[src/design/volume_mute_pkg.sv]
package volume_mute_pkg;

  // register offsets on the control port
  localparam logic [7:0] VOL_CFG_OFS   = 8'h03;
  localparam logic [7:0] LEFT_LVL_OFS  = 8'h04;
  localparam logic [7:0] RIGHT_LVL_OFS = 8'h05;
  localparam logic [7:0] OUT_CFG_OFS   = 8'h06;

  // field positions
  localparam int FADE_BIT      = 7;
  localparam int SIL_R_BIT     = 1;
  localparam int SIL_L_BIT     = 0;
  localparam int BRIDGE_EN_BIT = 7;
  localparam int RATE_LSB      = 4;
  localparam int AGAIN_LSB     = 2;
  localparam int BRIDGE_CH_BIT = 1;

  // writable bits of the volume configuration register
  localparam logic [7:0] VOL_CFG_WMASK = 8'h83;

  // values after reset
  localparam logic [7:0] VOL_CFG_RST = 8'h80;
  localparam logic [7:0] LEVEL_RST   = 8'hCF;
  localparam logic [7:0] OUT_CFG_RST = 8'h51;

  // level code landmarks
  localparam logic [7:0] LEVEL_UNITY  = 8'hCF;
  localparam logic [7:0] LEVEL_FLOOR  = 8'h07;
  localparam logic [7:0] UNMAPPED_VAL = 8'h00;

  // register port request from the control-port engine
  typedef struct packed {
    logic       wr;
    logic       rd;
    logic [7:0] addr;
    logic [7:0] wdata;
  } reg_req_s;

  // per-channel output drive status
  typedef struct packed {
    logic             silenced;
    logic             half_duty;
    logic signed [8:0] gain_half_db;
    logic [7:0]       level;
  } chan_out_s;

  // output stage settings
  typedef struct packed {
    logic       bridge_mono;
    logic [2:0] rate_sel;
    logic [1:0] analog_gain;
    logic       bridge_chan_left;
  } stage_out_s;

endpackage

[src/design/volume_mute_control_regs.sv]
// How it works
// - bit 7 of the volume configuration register turns level fading on, and resets to 1.
// - bit 1 of that register silences the right channel, and resets to 0.
// - bit 0 of that register silences the left channel, and resets to 0.
// - a silenced channel keeps its blocks running and drives its outputs at 50/50 duty.
// - a level code steps the gain by 0.5 dB, with all ones giving +24 dB.
// - code 0xCF gives 0 dB and is the reset value of both level registers.
// - code 0x07 gives -100 dB and any code below it silences the channel.
// - left level sits at 0x04 and right level at 0x05, both read/write.
// - the output stage register at 0x06 is read/write with the bridge enable in bit 7.
// - bridge enable 0 gives two bridged channels, 1 gives one parallel mono output.
`timescale 1ns/1ns
`default_nettype none
module volume_mute_control_regs
  import volume_mute_pkg::*;
#(
  parameter int FADE_STEP = 1
)(
  input  wire logic       sys_clk,
  input  wire logic       sys_rst,
  input  wire reg_req_s   req,
  input  wire logic       sample_tick,
  output logic [7:0]      rd_data,
  output logic            rd_valid,
  output chan_out_s       left_out,
  output chan_out_s       right_out,
  output stage_out_s      stage_out,
  output logic            blocks_active
);

  typedef struct packed {
    logic [7:0] vol_cfg;
    logic [7:0] left_lvl;
    logic [7:0] right_lvl;
    logic [7:0] out_cfg;
    logic [7:0] rd_data;
    logic       rd_valid;
    chan_out_s  left;
    chan_out_s  right;
    stage_out_s stage;
    logic       active;
  } state_s;

  state_s s_q;
  state_s s_d;

  // one fading step toward the target, never overshooting
  function automatic logic [7:0] step_toward(input logic [7:0] cur, input logic [7:0] tgt);
    logic [8:0] up;
    logic [8:0] dn;
    up = {1'b0, cur} + 9'(FADE_STEP);
    dn = {1'b0, cur} - 9'(FADE_STEP);
    if (cur < tgt)
      step_toward = (up >= {1'b0, tgt}) ? tgt : up[7:0];
    else if (cur > tgt)
      step_toward = (dn[8] || dn <= {1'b0, tgt}) ? tgt : dn[7:0];
    else
      step_toward = cur;
  endfunction

  // gain in half-decibel units relative to unity
  function automatic logic signed [8:0] half_db(input logic [7:0] code);
    half_db = $signed({1'b0, code}) - $signed({1'b0, LEVEL_UNITY});
  endfunction

  // silence decode shared by both channels; the floor is checked on the applied level
  function automatic logic chan_silenced(input logic sil_bit, input logic [7:0] code);
    chan_silenced = sil_bit || (code < LEVEL_FLOOR);
  endfunction

  // register reads, unmapped offsets answer zero
  function automatic logic [7:0] read_mux(input state_s s, input logic [7:0] a);
    case (a)
      VOL_CFG_OFS:   read_mux = s.vol_cfg;
      LEFT_LVL_OFS:  read_mux = s.left_lvl;
      RIGHT_LVL_OFS: read_mux = s.right_lvl;
      OUT_CFG_OFS:   read_mux = s.out_cfg;
      default:       read_mux = UNMAPPED_VAL;
    endcase
  endfunction

  // next-state logic: register file, level tracking and output drive
  always_comb
  begin
    logic [7:0] next_l;
    logic [7:0] next_r;
    logic       fade;
    next_l = s_q.left.level;
    next_r = s_q.right.level;
    fade   = s_q.vol_cfg[FADE_BIT];
    s_d    = s_q;
    // write decode; reserved configuration bits stay zero whatever is written
    if (req.wr)
    begin
      case (req.addr)
        VOL_CFG_OFS:   s_d.vol_cfg = req.wdata & VOL_CFG_WMASK;
        LEFT_LVL_OFS:  s_d.left_lvl = req.wdata;
        RIGHT_LVL_OFS: s_d.right_lvl = req.wdata;
        OUT_CFG_OFS:   s_d.out_cfg = req.wdata;
        default:       s_d.vol_cfg = s_q.vol_cfg;
      endcase
    end
    // read answers one cycle later, from the registers as they stood
    s_d.rd_valid = req.rd;
    if (req.rd)
      s_d.rd_data = read_mux(s_q, req.addr);
    // levels move only at sample boundaries so no sample sees a half-updated gain
    if (sample_tick)
    begin
      if (fade)
      begin
        next_l = step_toward(s_q.left.level, s_q.left_lvl);
        next_r = step_toward(s_q.right.level, s_q.right_lvl);
      end
      else
      begin
        next_l = s_q.left_lvl;
        next_r = s_q.right_lvl;
      end
    end
    s_d.left.level  = next_l;
    s_d.right.level = next_r;
    s_d.left.gain_half_db  = half_db(next_l);
    s_d.right.gain_half_db = half_db(next_r);
    // silence from the config bit or from a code under the floor
    s_d.left.silenced  = chan_silenced(s_q.vol_cfg[SIL_L_BIT], next_l);
    s_d.right.silenced = chan_silenced(s_q.vol_cfg[SIL_R_BIT], next_r);
    s_d.left.half_duty  = s_d.left.silenced;
    s_d.right.half_duty = s_d.right.silenced;
    // output stage fields follow the register
    s_d.stage.bridge_mono      = s_q.out_cfg[BRIDGE_EN_BIT];
    s_d.stage.rate_sel         = s_q.out_cfg[RATE_LSB +: 3];
    s_d.stage.analog_gain      = s_q.out_cfg[AGAIN_LSB +: 2];
    s_d.stage.bridge_chan_left = s_q.out_cfg[BRIDGE_CH_BIT];
    // silence is a drive choice, not a power-down, so the blocks stay up
    s_d.active = 1'b1;
  end

  // state register with synchronous reset
  always_ff @(posedge sys_clk)
  begin
    if (sys_rst)
    begin
      s_q.vol_cfg   <= VOL_CFG_RST;
      s_q.left_lvl  <= LEVEL_RST;
      s_q.right_lvl <= LEVEL_RST;
      s_q.out_cfg   <= OUT_CFG_RST;
      s_q.rd_data   <= UNMAPPED_VAL;
      s_q.rd_valid  <= 1'b0;
      s_q.left      <= '{silenced: 1'b0, half_duty: 1'b0, gain_half_db: 9'sh000,
                         level: LEVEL_RST};
      s_q.right     <= '{silenced: 1'b0, half_duty: 1'b0, gain_half_db: 9'sh000,
                         level: LEVEL_RST};
      s_q.stage     <= '{bridge_mono: OUT_CFG_RST[BRIDGE_EN_BIT],
                         rate_sel: OUT_CFG_RST[RATE_LSB +: 3],
                         analog_gain: OUT_CFG_RST[AGAIN_LSB +: 2],
                         bridge_chan_left: OUT_CFG_RST[BRIDGE_CH_BIT]};
      s_q.active    <= 1'b0;
    end
    else
      s_q <= s_d;
  end

  assign rd_data       = s_q.rd_data;
  assign rd_valid      = s_q.rd_valid;
  assign left_out      = s_q.left;
  assign right_out     = s_q.right;
  assign stage_out     = s_q.stage;
  assign blocks_active = s_q.active;
endmodule
`default_nettype wire

[config.mk]
export PLATFORM = sky130hd
export DESIGN_NAME = volume_mute_control_regs
export DESIGN_NICKNAME = d
export VERILOG_FILES = /design/src/design/volume_mute_pkg.sv /design/src/design/volume_mute_control_regs.sv
export SDC_FILE = /design/constraint.sdc
export NUM_CORES = 1
export LEC_CHECK = 0
export BUFFER_PORTS_ARGS = -buffer_cell sky130_fd_sc_hd__buf_2
export CAP_MARGIN = 5
export CORE_ASPECT_RATIO = 2
export CORE_MARGIN = 3
export CORE_UTILIZATION = 45
export DETAILED_ROUTE_END_ITERATION = 7
export HOLD_SLACK_MARGIN = 0.05
export PLACE_DENSITY = 0.67
export SKIP_CTS_REPAIR_TIMING = 1
export SLEW_MARGIN = 20
export SYNTH_ARGS = -nofsm -noshare
export SYNTH_HDL_FRONTEND = slang
export SYNTH_SLANG_ARGS = --single-unit
[constraint.sdc]
create_clock -name sys_clk -period 4 [get_ports sys_clk]
set_clock_uncertainty 0.2 [all_clocks]
set_input_delay 0.2 -clock sys_clk [delete_from_list [all_inputs] [get_ports sys_clk]]
set_output_delay 0.2 -clock sys_clk [all_outputs]
set_load 0.1 [all_outputs]
* Word-level counts from Yosys, hierarchy flattened
Cells that the tools add are included.
** Word-level totals
- Flip-flop bits (word level) :: 80
- Input bits :: 21
- Output and inout bits :: 55
** Operators by class
- Multiplexer cells :: 14
- Equal/unequal tests :: 4
- Magnitude comparators :: 10
- Reductions and logical operators :: 8
- Add/subtract/negate cells :: 6
** Operators with widths (count)
- 8-bit two-way mux :: 12
- 8-bit one-hot mux with 4 select lines :: 1
- 8-bit by 3-bit equality test with 1-bit output (second input constant) :: 3
- 8-bit by 1-bit adder with 9-bit output (second input constant) :: 2
- 9-bit by 8-bit greater-or-equal comparator with 1-bit output :: 2
- 9-bit by 8-bit <= comparator with 1-bit output :: 2
- 8-bit by 1-bit subtractor with 9-bit output (second input constant) :: 2
- 8-bit by 8-bit subtractor with 9-bit output (second input constant) :: 2
- 8-bit greater-than comparator :: 2
- 8-bit by 3-bit less-than comparator with 1-bit output (second input constant) :: 2
- 8-bit less-than comparator :: 2
- 8-bit by 2-bit equality test with 1-bit output (second input constant) :: 1
- 2-bit AND reduction :: 4
- 1-bit logical OR :: 4
- 1-bit two-way mux :: 1

* Depth between registers and ports, before layout
Gate-level depths: netlist of the first run.
- Word-level depth :: 10
- Mapped depth :: 17
- Depth with buffers taken out :: 15

* Least setup slack after synthesis of the first run
No wires, ideal clock.
- Kind :: register -> register
- Start :: register s_q, in the netlist left_out[0]
- End :: register s_q, in the netlist left_out[15]
- Path buffers :: 0
- Setup slack :: 56 ps
- Required time :: 3728 ps
- Arrival :: 3673 ps
- Stages on the path, launching flop included :: 15
- Cell sequence :: dfxtp_1 > inv_1 > ha_1 > nor3b_2 > nand2_1 > xnor2_1 > ha_1 > a21o_1 > a2111oi_4 > nor2_2 > a2111oi_1 > o31ai_2 > o41a_1 > a21oi_2 > mux2i_1
** Between the ends
- Word-level cells in the longest chain between the ends :: 9
- Elaborated cells on any way between the ends :: 14
** RTL lines
- from (decl) :: RTL line volume_mute_control_regs.sv:44 : state_s s_q;
- 8-bit by 1-bit subtractor with 9-bit output :: RTL line volume_mute_control_regs.sv:52 : dn = {1'b0, cur} - 9'(FADE_STEP);
- 9-bit by 8-bit <= comparator with 1-bit output :: RTL line volume_mute_control_regs.sv:56 : step_toward = (dn[8] || dn <= {1'b0, tgt}) ? tgt : dn[7:0];
- 1-bit logical OR :: RTL line volume_mute_control_regs.sv:56
- 8-bit two-way mux :: RTL line volume_mute_control_regs.sv:56
- 8-bit two-way mux :: RTL line volume_mute_control_regs.sv:55 : else if (cur > tgt)
- 8-bit two-way mux :: RTL line volume_mute_control_regs.sv:53 : if (cur < tgt)
- 8-bit two-way mux :: RTL line volume_mute_control_regs.sv:110 : if (fade)
- 8-bit two-way mux * :: RTL line volume_mute_control_regs.sv:108 : if (sample_tick)
- 8-bit by 8-bit subtractor with 9-bit output * :: RTL line volume_mute_control_regs.sv:63 : half_db = $signed({1'b0, code}) - $signed({1'b0, LEVEL_UNITY});
Mark *: on every way between the ends. The rest lies on a longest branch, timed or not.
A chain may end at the register's enable or synchronous reset.

* Worst setup path after layout of the first run
- Start :: register s_q, in the netlist left_out[1]
- End :: register s_q, in the netlist left_out[15]
Same word-level chain as after synthesis.

==> metrics.txt, run 1 <==
FF+latch area 1610 um2; sequential share of the synthesized area 27.1%; Worst Setup Path Type reg2reg; status finished, final reports clean; total track usage 29.1%; FILL cells 1213; most frequent CP cell ha_4; Root Driver clkbuf_16; crit-path cells inv_4, ha_4, nor3b_4, nand2_2, xnor2_4, ha_4, nand3_4, a211oi_4, a2111o_1, a21oi_1, or4_1, a31o_4, o41a_1, a21oi_2, mux2i_1; via count 6012; setup TNS 0 ns; Worst setup EP type flop; Synth Cell Area 5910 um2; insertion delay to the later sink of the worst-skew pair 0.34 ns; largest net degree at the start of global routing 46; # port buffers 75; Slew Limit Headroom 31.2%; Longest Clk Path Bufs 2; Max Slew Vio Count 0; post-synthesis cell count 766; average wire per standard cell 21.4 um; Leak 3.11 nW; Crit path max-delay family compound AO/OA/AOI/OAI gates; TritonCTS Buffers 9; VDD IR-drop max 0.765 mV; Final Hold Vio Count 0; via/cell ratio 6.01; vias in the first global route 5992; syn avg cell area 7.72 um2; Hold/Removal Path Class in2reg; CP max stage cell or4_1; # clock sinks 80; max_cap viols 0; Arr. time, crit path 4.04 ns; die span in y 168 um; die boundary width 87.0 um; HPWL after detailed placement 16800 um; count of inserted antenna diode cells 0; core area 12700 um2; CTS tree done; first-pass GRT wire length 32300 um; synth unique cells 72; Synth Warn # 0; initial antenna violation count 0; nets@finish 918; RSZ-0062 raised after global routing true; Slew @ Worst Pin 1.03 ns; share of cells above drive strength 1 27.3%; syn nets 838; H-tree lvl count 3; commonest non-fill, non-tap cell in the layout nand2_1; number of DRC markers in iteration 0 332; Multi-input gate area 3890 um2; crit path time final 3.97 ns; Most used DFF post-synth dfxtp_1; drt pass-1 iters 5; Required @ worst endpoint 4.07 ns; Seq cells post-synth 80; crit path max fanout 5; asr flop ratio synth 0%; Initial Util 46.5%; Fmax 0.252 GHz; CP Launch Type flop; area grow syn2layout 21.0%; DRC violations left 0; CP bufs+invs 1; Tot Pwr 7.22 mW; Post-synth EDFFs 0; Final Routed Wirelength 21500 um; gpl congestion 1.02; die area 14600 um2; post-route ant nets 0; Crit path largest cell delay 0.50 ns; # rows 58; Final period util 99.4%; gr ovfl total 0; pwr/cell area 1010 nW/um2; commonest cells after routing, fill and taps aside nand2_1 (98), buf_2 (75), dfxtp_1 (74), a21oi_1 (70), buf_4 (70); Setup-failing EPs final 0; Ports 76; Clk pin slew, worst setup/hold paths 0.07 ns
worst paths after layout:
path / slack, ns / startpoint / to / cells after the start
worst max-delay path: 0.03 / left_out[1] / left_out[15] / 15
worst min-delay path: 0.04 / req[16] / rd_valid / 3
worst max register to register: 0.03 / left_out[1] / left_out[15] / 15
worst min register to register: 0.29 / s_q[55] / s_q[55] / 2
stage by stage:
step / util, % / hold WS, ns / area, um2 / instances / setup WS (ns)
after global placement: 50.4 / 0.259 / 6400 / 968 / -0.0267
after CTS: 52.8 / -0.0696 / 6710 / 984 / -0.146
final: 56.3 / 0.0436 / 7150 / 1001 / 0.0252
after global routing: 56.3 / 0.0753 / 7150 / 1001 / -0.163
after floorplan: - / 0.124 / 5910 / 766 / 0.0558
after detailed placement: 50.4 / 0.265 / 6400 / 968 / -0.107
synthesized netlist by cell type, drive strengths merged, types with 15 or more instances:
cell | count | area share (%)
nor3 | 15 | 1.3
nand2 | 99 | 6.3
inv | 31 | 2.0
ha | 51 | 11
buf | 63 | 7.9
xnor2 | 22 | 3.3
nand3 | 29 | 2.8
dfxtp | 80 | 27
clkbuf | 25 | 1.6
nor2 | 63 | 4.2
o211ai | 22 | 2.8
o21ai | 40 | 3.4
a21oi | 72 | 6.2
metal layers:
layer | vias to the layer above | GRT usage, % | wire [um]
li1 | 2828 | - | -
met1 | 2865 | 26.0 | 6770
met2 | 222 | 55.6 | 12200
met3 | 97 | 2.79 | 710
met4 | 0 | 23.4 | 1830
met5 | - | 0 | 0
worst min-delay path: cells and delay by family:
family / cells / cell delay (ns)
buffers and inverters: 2 / 0.27
and+or+nand+nor: 1 / 0.06
kinds of logic after synthesis:
kind of cell,Yosys count,synth area share [%]
AO/OA/AOI/OAI,209,23.3
XOR/XNOR,32,4.74
adder cells (fa/ha/maj),51,10.8
buffers and inverters,120,11.5
flip-flops,80,27.1
multiplexers,4,0.699
AND/OR/NAND/NOR,270,21.9
where the power goes:
part | internal, mW | switching [mW] | leakage [nW]
clock network | 0.490 | 0.353 | 0.144
registers | 0.948 | 0.114 | 0.653
logic | 1.92 | 3.39 | 2.31
total | 3.36 | 3.86 | 3.11
flip-flops by register name, summed over array words and instances (netlist names):
signal / cells
rd_data: 8
s_q: 20
right_out: 18
s_d: 7
rd_valid: 1
left_out: 18
blocks_active: 1
stage_out: 7
cell type report:
class,count,share of cell area [%]
clock inverters,7,1.10
repair buffers,157,14.3
well taps,150,2.63
inverters,32,1.75
flip-flops and latches,80,22.6
multi-input cells,566,54.5
clock buffers,9,3.15
Note: power is estimated with default switching activity, not from simulation.
==> run 2, diff against run 1 <==
Settings changed: CELL_PAD_IN_SITES_DETAIL_PLACEMENT from default to 0, CELL_PAD_IN_SITES_GLOBAL_PLACEMENT from default to 2, CORE_UTILIZATION 45 to 31, PLACE_DENSITY 0.67 to default, PLACE_DENSITY_LB_ADDON from default to 0.1.
==> run 2 against run 1 <==
  * Critical path depth fell by 2
  * First-iteration DRC count fell by 45%
  * Hold slack got worse by 0.0028 ns
  * Die area rose by 43%
  * Maximum frequency rose by 1.5%
  * Routed wire length rose by 15%
  * Final cell count rose by 14%
  * Setup slack improved by 0.058 ns
  * Clock power rose by 15%
  * Critical path type unchanged
  * Highest routed layer unchanged
==> metrics.txt, run 2 (synthesis results as in run 1) <==
status finished, final reports clean (unchanged); share of cells above drive strength 1 31.9% (was 27.3%); total track usage 23.0% (was 29.1%); die boundary width 104 um (was 87.0 um); RSZ-0062 raised after global routing true (unchanged); CTS tree done (unchanged); gpl congestion 0.957 (was 1.02); Largest Register s_q (unchanged); Slew @ Worst Pin 0.950 ns (was 1.03 ns); post-route cell area 7680 um2 (was 7150 um2); pwr/cell area 1020 nW/um2 (was 1010 nW/um2); crit path time final 3.92 ns (was 3.97 ns); WHS Path Cells 3 (unchanged); via count 6026 (was 6012); # clock sinks 80 (unchanged); FF+latch area 1620 um2 (was 1610 um2); gr ovfl total 0 (unchanged); Slew Limit Headroom 36.4% (was 31.2%); max_cap viols 0 (unchanged); die area 20900 um2 (was 14600 um2); average wire per standard cell 21.6 um (was 21.4 um); GRT busiest layer met2 (unchanged); Max Slew Vio Count 0 (unchanged); die span in y 201 um (was 168 um); GRT met3 Usage 2.15% (was 2.79%); DRC violations left 0 (unchanged); VDD IR-drop max 0.607 mV (was 0.765 mV); area grow syn2layout 29.9% (was 21.0%); Final period util 97.9% (was 99.4%); met1 GRT Util 17.2% (was 26.0%); Clk pin slew, worst setup/hold paths 0.06 ns (was 0.07 ns); commonest cells after routing, fill and taps aside buf_4 (111), nand2_1 (97), buf_2 (75), dfxtp_1 (72), a21oi_1 (69) (was nand2_1 (98), buf_2 (75), dfxtp_1 (74), a21oi_1 (70), buf_4 (70)); first-pass GRT wire length 36000 um (was 32300 um); vias in the first global route 6225 (was 5992); CP Launch Type flop (unchanged); cells on worst reg2reg path 13 (was 15); Arr. time, crit path 3.99 ns (was 4.04 ns); initial antenna violation count 0 (unchanged); fin cells 1141 (was 1001); dpl cell area 6820 um2 (was 6400 um2); Root Driver clkbuf_16 (unchanged); via/cell ratio 5.28 (was 6.01); commonest non-fill, non-tap cell in the layout buf_4 (was nand2_1); count of inserted antenna diode cells 0 (unchanged); met2 Use GR 48.7% (was 55.6%); Setup-failing EPs final 0 (unchanged); Longest Clk Path Bufs 2 (unchanged); post-route ant nets 0 (unchanged); Multi-input gate area 3970 um2 (was 3890 um2); drt pass-1 iters 5 (unchanged); Worst Setup Path Type reg2reg (unchanged); Initial Util 32.0% (was 46.5%); Hold/Removal Path Class in2reg (unchanged); Required @ worst endpoint 4.07 ns (about the same); FILL cells 1926 (was 1213); Worst setup EP type flop (unchanged); Fmax 0.255 GHz (was 0.252 GHz); TritonCTS Buffers 9 (unchanged); # rows 70 (was 58); Ports 76 (unchanged); Final Hold Vio Count 0 (unchanged); largest net degree at the start of global routing 45 (was 46); Leak 3.32 nW (was 3.11 nW); insertion delay to the later sink of the worst-skew pair 0.34 ns (about the same); core area 18500 um2 (was 12700 um2); nets@finish 957 (was 918); # port buffers 75 (unchanged); number of DRC markers in iteration 0 182 (was 332); crit path max fanout 5 (unchanged); HPWL after detailed placement 20400 um (was 16800 um); H-tree lvl count 3 (unchanged); Final Routed Wirelength 24700 um (was 21500 um); placed cells 1109 (was 968); max reg flops 20 (unchanged)
==> run 2: metal layers <==
metal | part of all wire, % | vias to the layer above
li1 | - | 2903
met1 | 29 | 2873
met2 | 60 | 155
met3 | 1.8 | 95
met4 | 9.4 | 0
met5 | 0 | -
==> run 2: worst paths after layout <==
| check | start | end | slack, ns |
|---|---|---|---|
| worst max-delay path | left_out[1] | left_out[15] | 0.08 |
| worst min-delay path | req[16] | rd_valid | 0.04 |
| worst max register to register | left_out[1] | left_out[15] | 0.08 |
| worst min register to register | s_q[68] | s_q[68] | 0.28 |
==> run 2: final cells by class <==
| type | instances | share of cell area, % |
|---|---|---|
| multi-input combinational | 566 | 51.7 |
| sequential | 80 | 21.1 |
| timing repair buffer | 196 | 17.1 |
| tap | 252 | 4.11 |
| clock buffer | 9 | 2.93 |
| inverter | 32 | 1.63 |
| clock inverter | 6 | 1.53 |
==> run 2: report_power, final <==
group / internal, mW / total (mW) / switching [mW]
Clock: 0.612 / 0.967 / 0.355
Combinational: 2.20 / 5.83 / 3.63
Sequential: 0.951 / 1.07 / 0.119
==> run 2: metrics by stage <==
stage / util, % / hold WS [ns] / setup WS [ns] / TNS (ns) / total power [mW]
2_1_floorplan: - / 0.124 / 0.0558 / 0 / 4.61
3_3_place_gp: 36.9 / 0.253 / -0.244 / -1.44 / 6.39
3_5_place_dp: 36.9 / 0.268 / -0.308 / -2.23 / 6.40
4_1_cts: 38.8 / -0.0744 / -0.346 / -2.74 / 7.39
5_1_grt: 41.6 / 0.0590 / -0.102 / -0.316 / 8.30
6_report: 41.6 / 0.0407 / 0.0829 / 0 / 7.87
==> run 2: critical path, stage by stage, from the launching register on <==
cell       delay, ns
dfxtp_4         0.37
nor3_2          0.24
nor3b_2         0.28
xor2_2          0.30
ha_1            0.32
nand3_4         0.10
a211oi_4        0.05
a2111o_1        0.44
nand3_1         0.14
a2111oi_2       0.07
or4_4           0.58
o41a_1          0.36
a21oi_2         0.17
mux2i_1         0.20
==> run 3, diff against run 2 <==
Settings changed: CAP_MARGIN 5 to 30, CELL_PAD_IN_SITES_DETAIL_PLACEMENT 0 to 1.
==> run 3 against run 2 <==
  * The run now ends with negative setup slack left
  * Utilization grew 1.1 points
  * Routed wire length increased by 7.6%
  * Non-clock buffer count is 16 higher
  * Sequential cell count unchanged
  * Design area is 2.7% higher
==> metrics.txt, run 3 (synthesis results as in run 1) <==
gpl congestion 0.957 (unchanged); Setup WS post-layout -0.133 ns (was 0.0829 ns); Worst setup EP type flop (unchanged); pwr/cell area 1030 nW/um2 (was 1020 nW/um2); area grow syn2layout 33.5% (was 29.9%); Slew Limit Headroom 42.5% (was 36.4%); Final Hold Vio Count 0 (unchanged); share of cells above drive strength 1 34.1% (was 31.9%); initial antenna violation count 0 (unchanged); Setup-failing EPs final 6 (was 0); H-tree lvl count 3 (unchanged); CP max stage cell or4_4 (unchanged); first-pass GRT wire length 38600 um (was 36000 um); max_cap viols 0 (unchanged); CP Launch Type flop (unchanged); Hold/Removal Path Class in2reg (unchanged); Leak 3.43 nW (was 3.32 nW); total track usage 24.4% (was 23.0%); met1 GRT Util 18.6% (was 17.2%); Max Slew Vio Count 0 (unchanged); DRC violations left 0 (unchanged); count of inserted antenna diode cells 0 (unchanged); Root Driver clkbuf_16 (unchanged); Worst Setup Path Type reg2reg (unchanged); failing checks negative setup slack; most frequent CP cell ha_4; number of DRC markers in iteration 0 230 (was 182); core area 18500 um2 (unchanged); crit path max fanout 4 (was 5); insertion delay to the later sink of the worst-skew pair 0.35 ns (was 0.34 ns); commonest non-fill, non-tap cell in the layout buf_4 (unchanged); Tot Pwr 8.15 mW (was 7.87 mW); via/cell ratio 5.40 (was 5.28); GRT met3 Usage 2.12% (was 2.15%); GRT busiest layer met2 (unchanged); nets@finish 973 (was 957); fin cells 1157 (was 1141); crit path time final 4.13 ns (was 3.92 ns); # clock sinks 80 (unchanged); VDD IR-drop max 0.677 mV (was 0.607 mV); post-route ant nets 0 (unchanged); crit-path cells inv_4, ha_4, nor3b_4, nand2_2, xnor2_4, ha_4, a21o_1, a2111oi_4, buf_4, nor3_2, or4_4, a31o_4, o41a_1, a21oi_2, mux2i_1 (was nor3_2, nor3b_2, xor2_2, ha_1, nand3_4, a211oi_4, a2111o_1, nand3_1, a2111oi_2, or4_4, o41a_1, a21oi_2, mux2i_1); vias in the first global route 6689 (was 6225); placed cells 1109 (unchanged); Longest Clk Path Bufs 2 (unchanged); HPWL after detailed placement 21700 um (was 20400 um); average wire per standard cell 22.9 um (was 21.6 um); met2 Use GR 50.8% (was 48.7%); Largest Register s_q (unchanged); Crit path largest cell delay 0.55 ns (was 0.58 ns); Initial Util 32.0% (unchanged); RSZ-0062 raised after global routing true (unchanged); Required @ worst endpoint 4.07 ns (about the same); die area 20900 um2 (unchanged); # rows 70 (unchanged); die boundary width 104 um (unchanged); Slew @ Worst Pin 0.859 ns (was 0.950 ns); Ports 76 (unchanged); Final Routed Wirelength 26500 um (was 24700 um); Fmax 0.242 GHz (was 0.255 GHz); max reg flops 20 (unchanged); Final period util 103% (was 97.9%); TritonCTS Buffers 9 (unchanged); Clk pin slew, worst setup/hold paths 0.07 ns (was 0.06 ns); commonest cells after routing, fill and taps aside buf_4 (126), nand2_1 (97), buf_2 (75), dfxtp_1 (72), a21oi_1 (69) (was buf_4 (111), nand2_1 (97), buf_2 (75), dfxtp_1 (72), a21oi_1 (69)); via count 6249 (was 6026); # port buffers 75 (unchanged); status complete, but fails checks (was finished, final reports clean); Arr. time, crit path 4.21 ns (was 3.99 ns); drt pass-1 iters 4 (was 5); CTS tree done (unchanged); gr ovfl total 0 (unchanged); largest net degree at the start of global routing 45 (unchanged); die span in y 201 um (unchanged)
[run 3: layout make-up]
type | count | area (um2)
Multi-Input combinational cell | 566 | 4080
Clock buffer | 9 | 225
Clock inverter | 6 | 93.8
Timing Repair Buffer | 212 | 1430
Fill cell | 2242 | 10600
Tap cell | 252 | 315
Sequential cell | 80 | 1620
Inverter | 32 | 123
[run 3: stage by stage]
stage | TNS (ns) | cell area [um2] | setup WS, ns | utilization, % | hold WS, ns
floorplan | 0 | 5910 | 0.0558 | - | 0.124
global placement | -1.44 | 6820 | -0.244 | 36.9 | 0.253
detailed placement | -3.05 | 6820 | -0.304 | 36.9 | 0.268
CTS | -3.60 | 7140 | -0.348 | 38.7 | -0.0803
global route | -1.79 | 7890 | -0.319 | 42.7 | 0.0705
finish | -0.396 | 7890 | -0.133 | 42.7 | 0.0318
[run 3: final timing paths]
path          startpoint            to  slack [ns]  depth (start not counted)
max          left_out[1]  left_out[15]       -0.13                         15
min              req[16]      rd_valid        0.03                          3
max reg2reg  left_out[1]  left_out[15]       -0.13                         15
min reg2reg       s_d[1]        s_d[1]        0.29                          2
[run 3: power breakdown]
| group | switching [mW] | leakage (nW) | internal, mW |
|---|---|---|---|
| Combinational | 3.81 | 2.62 | 2.36 |
| Sequential | 0.121 | 0.654 | 0.953 |
| Clock | 0.355 | 0.152 | 0.548 |
| Total | 4.29 | 3.43 | 3.86 |
[run 3: critical path, delay by kind of cell (launching register included)]
kind                     cells  cell delay [ns]
AO/OA/AOI/OAI                5             1.48
XOR/XNOR                     1             0.22
adder cells (fa/ha/maj)      2             0.37
buffers and inverters        2             0.25
flip-flops                   1             0.36
multiplexers                 1             0.20
AND/OR/NAND/NOR              4             0.99
[run 3: per-layer routing]
layer	part of all wire [%]	up-vias
met5	0	-
met4	9.3	0
met3	1.9	95
met2	60	169
met1	29	3046
li1	-	2939
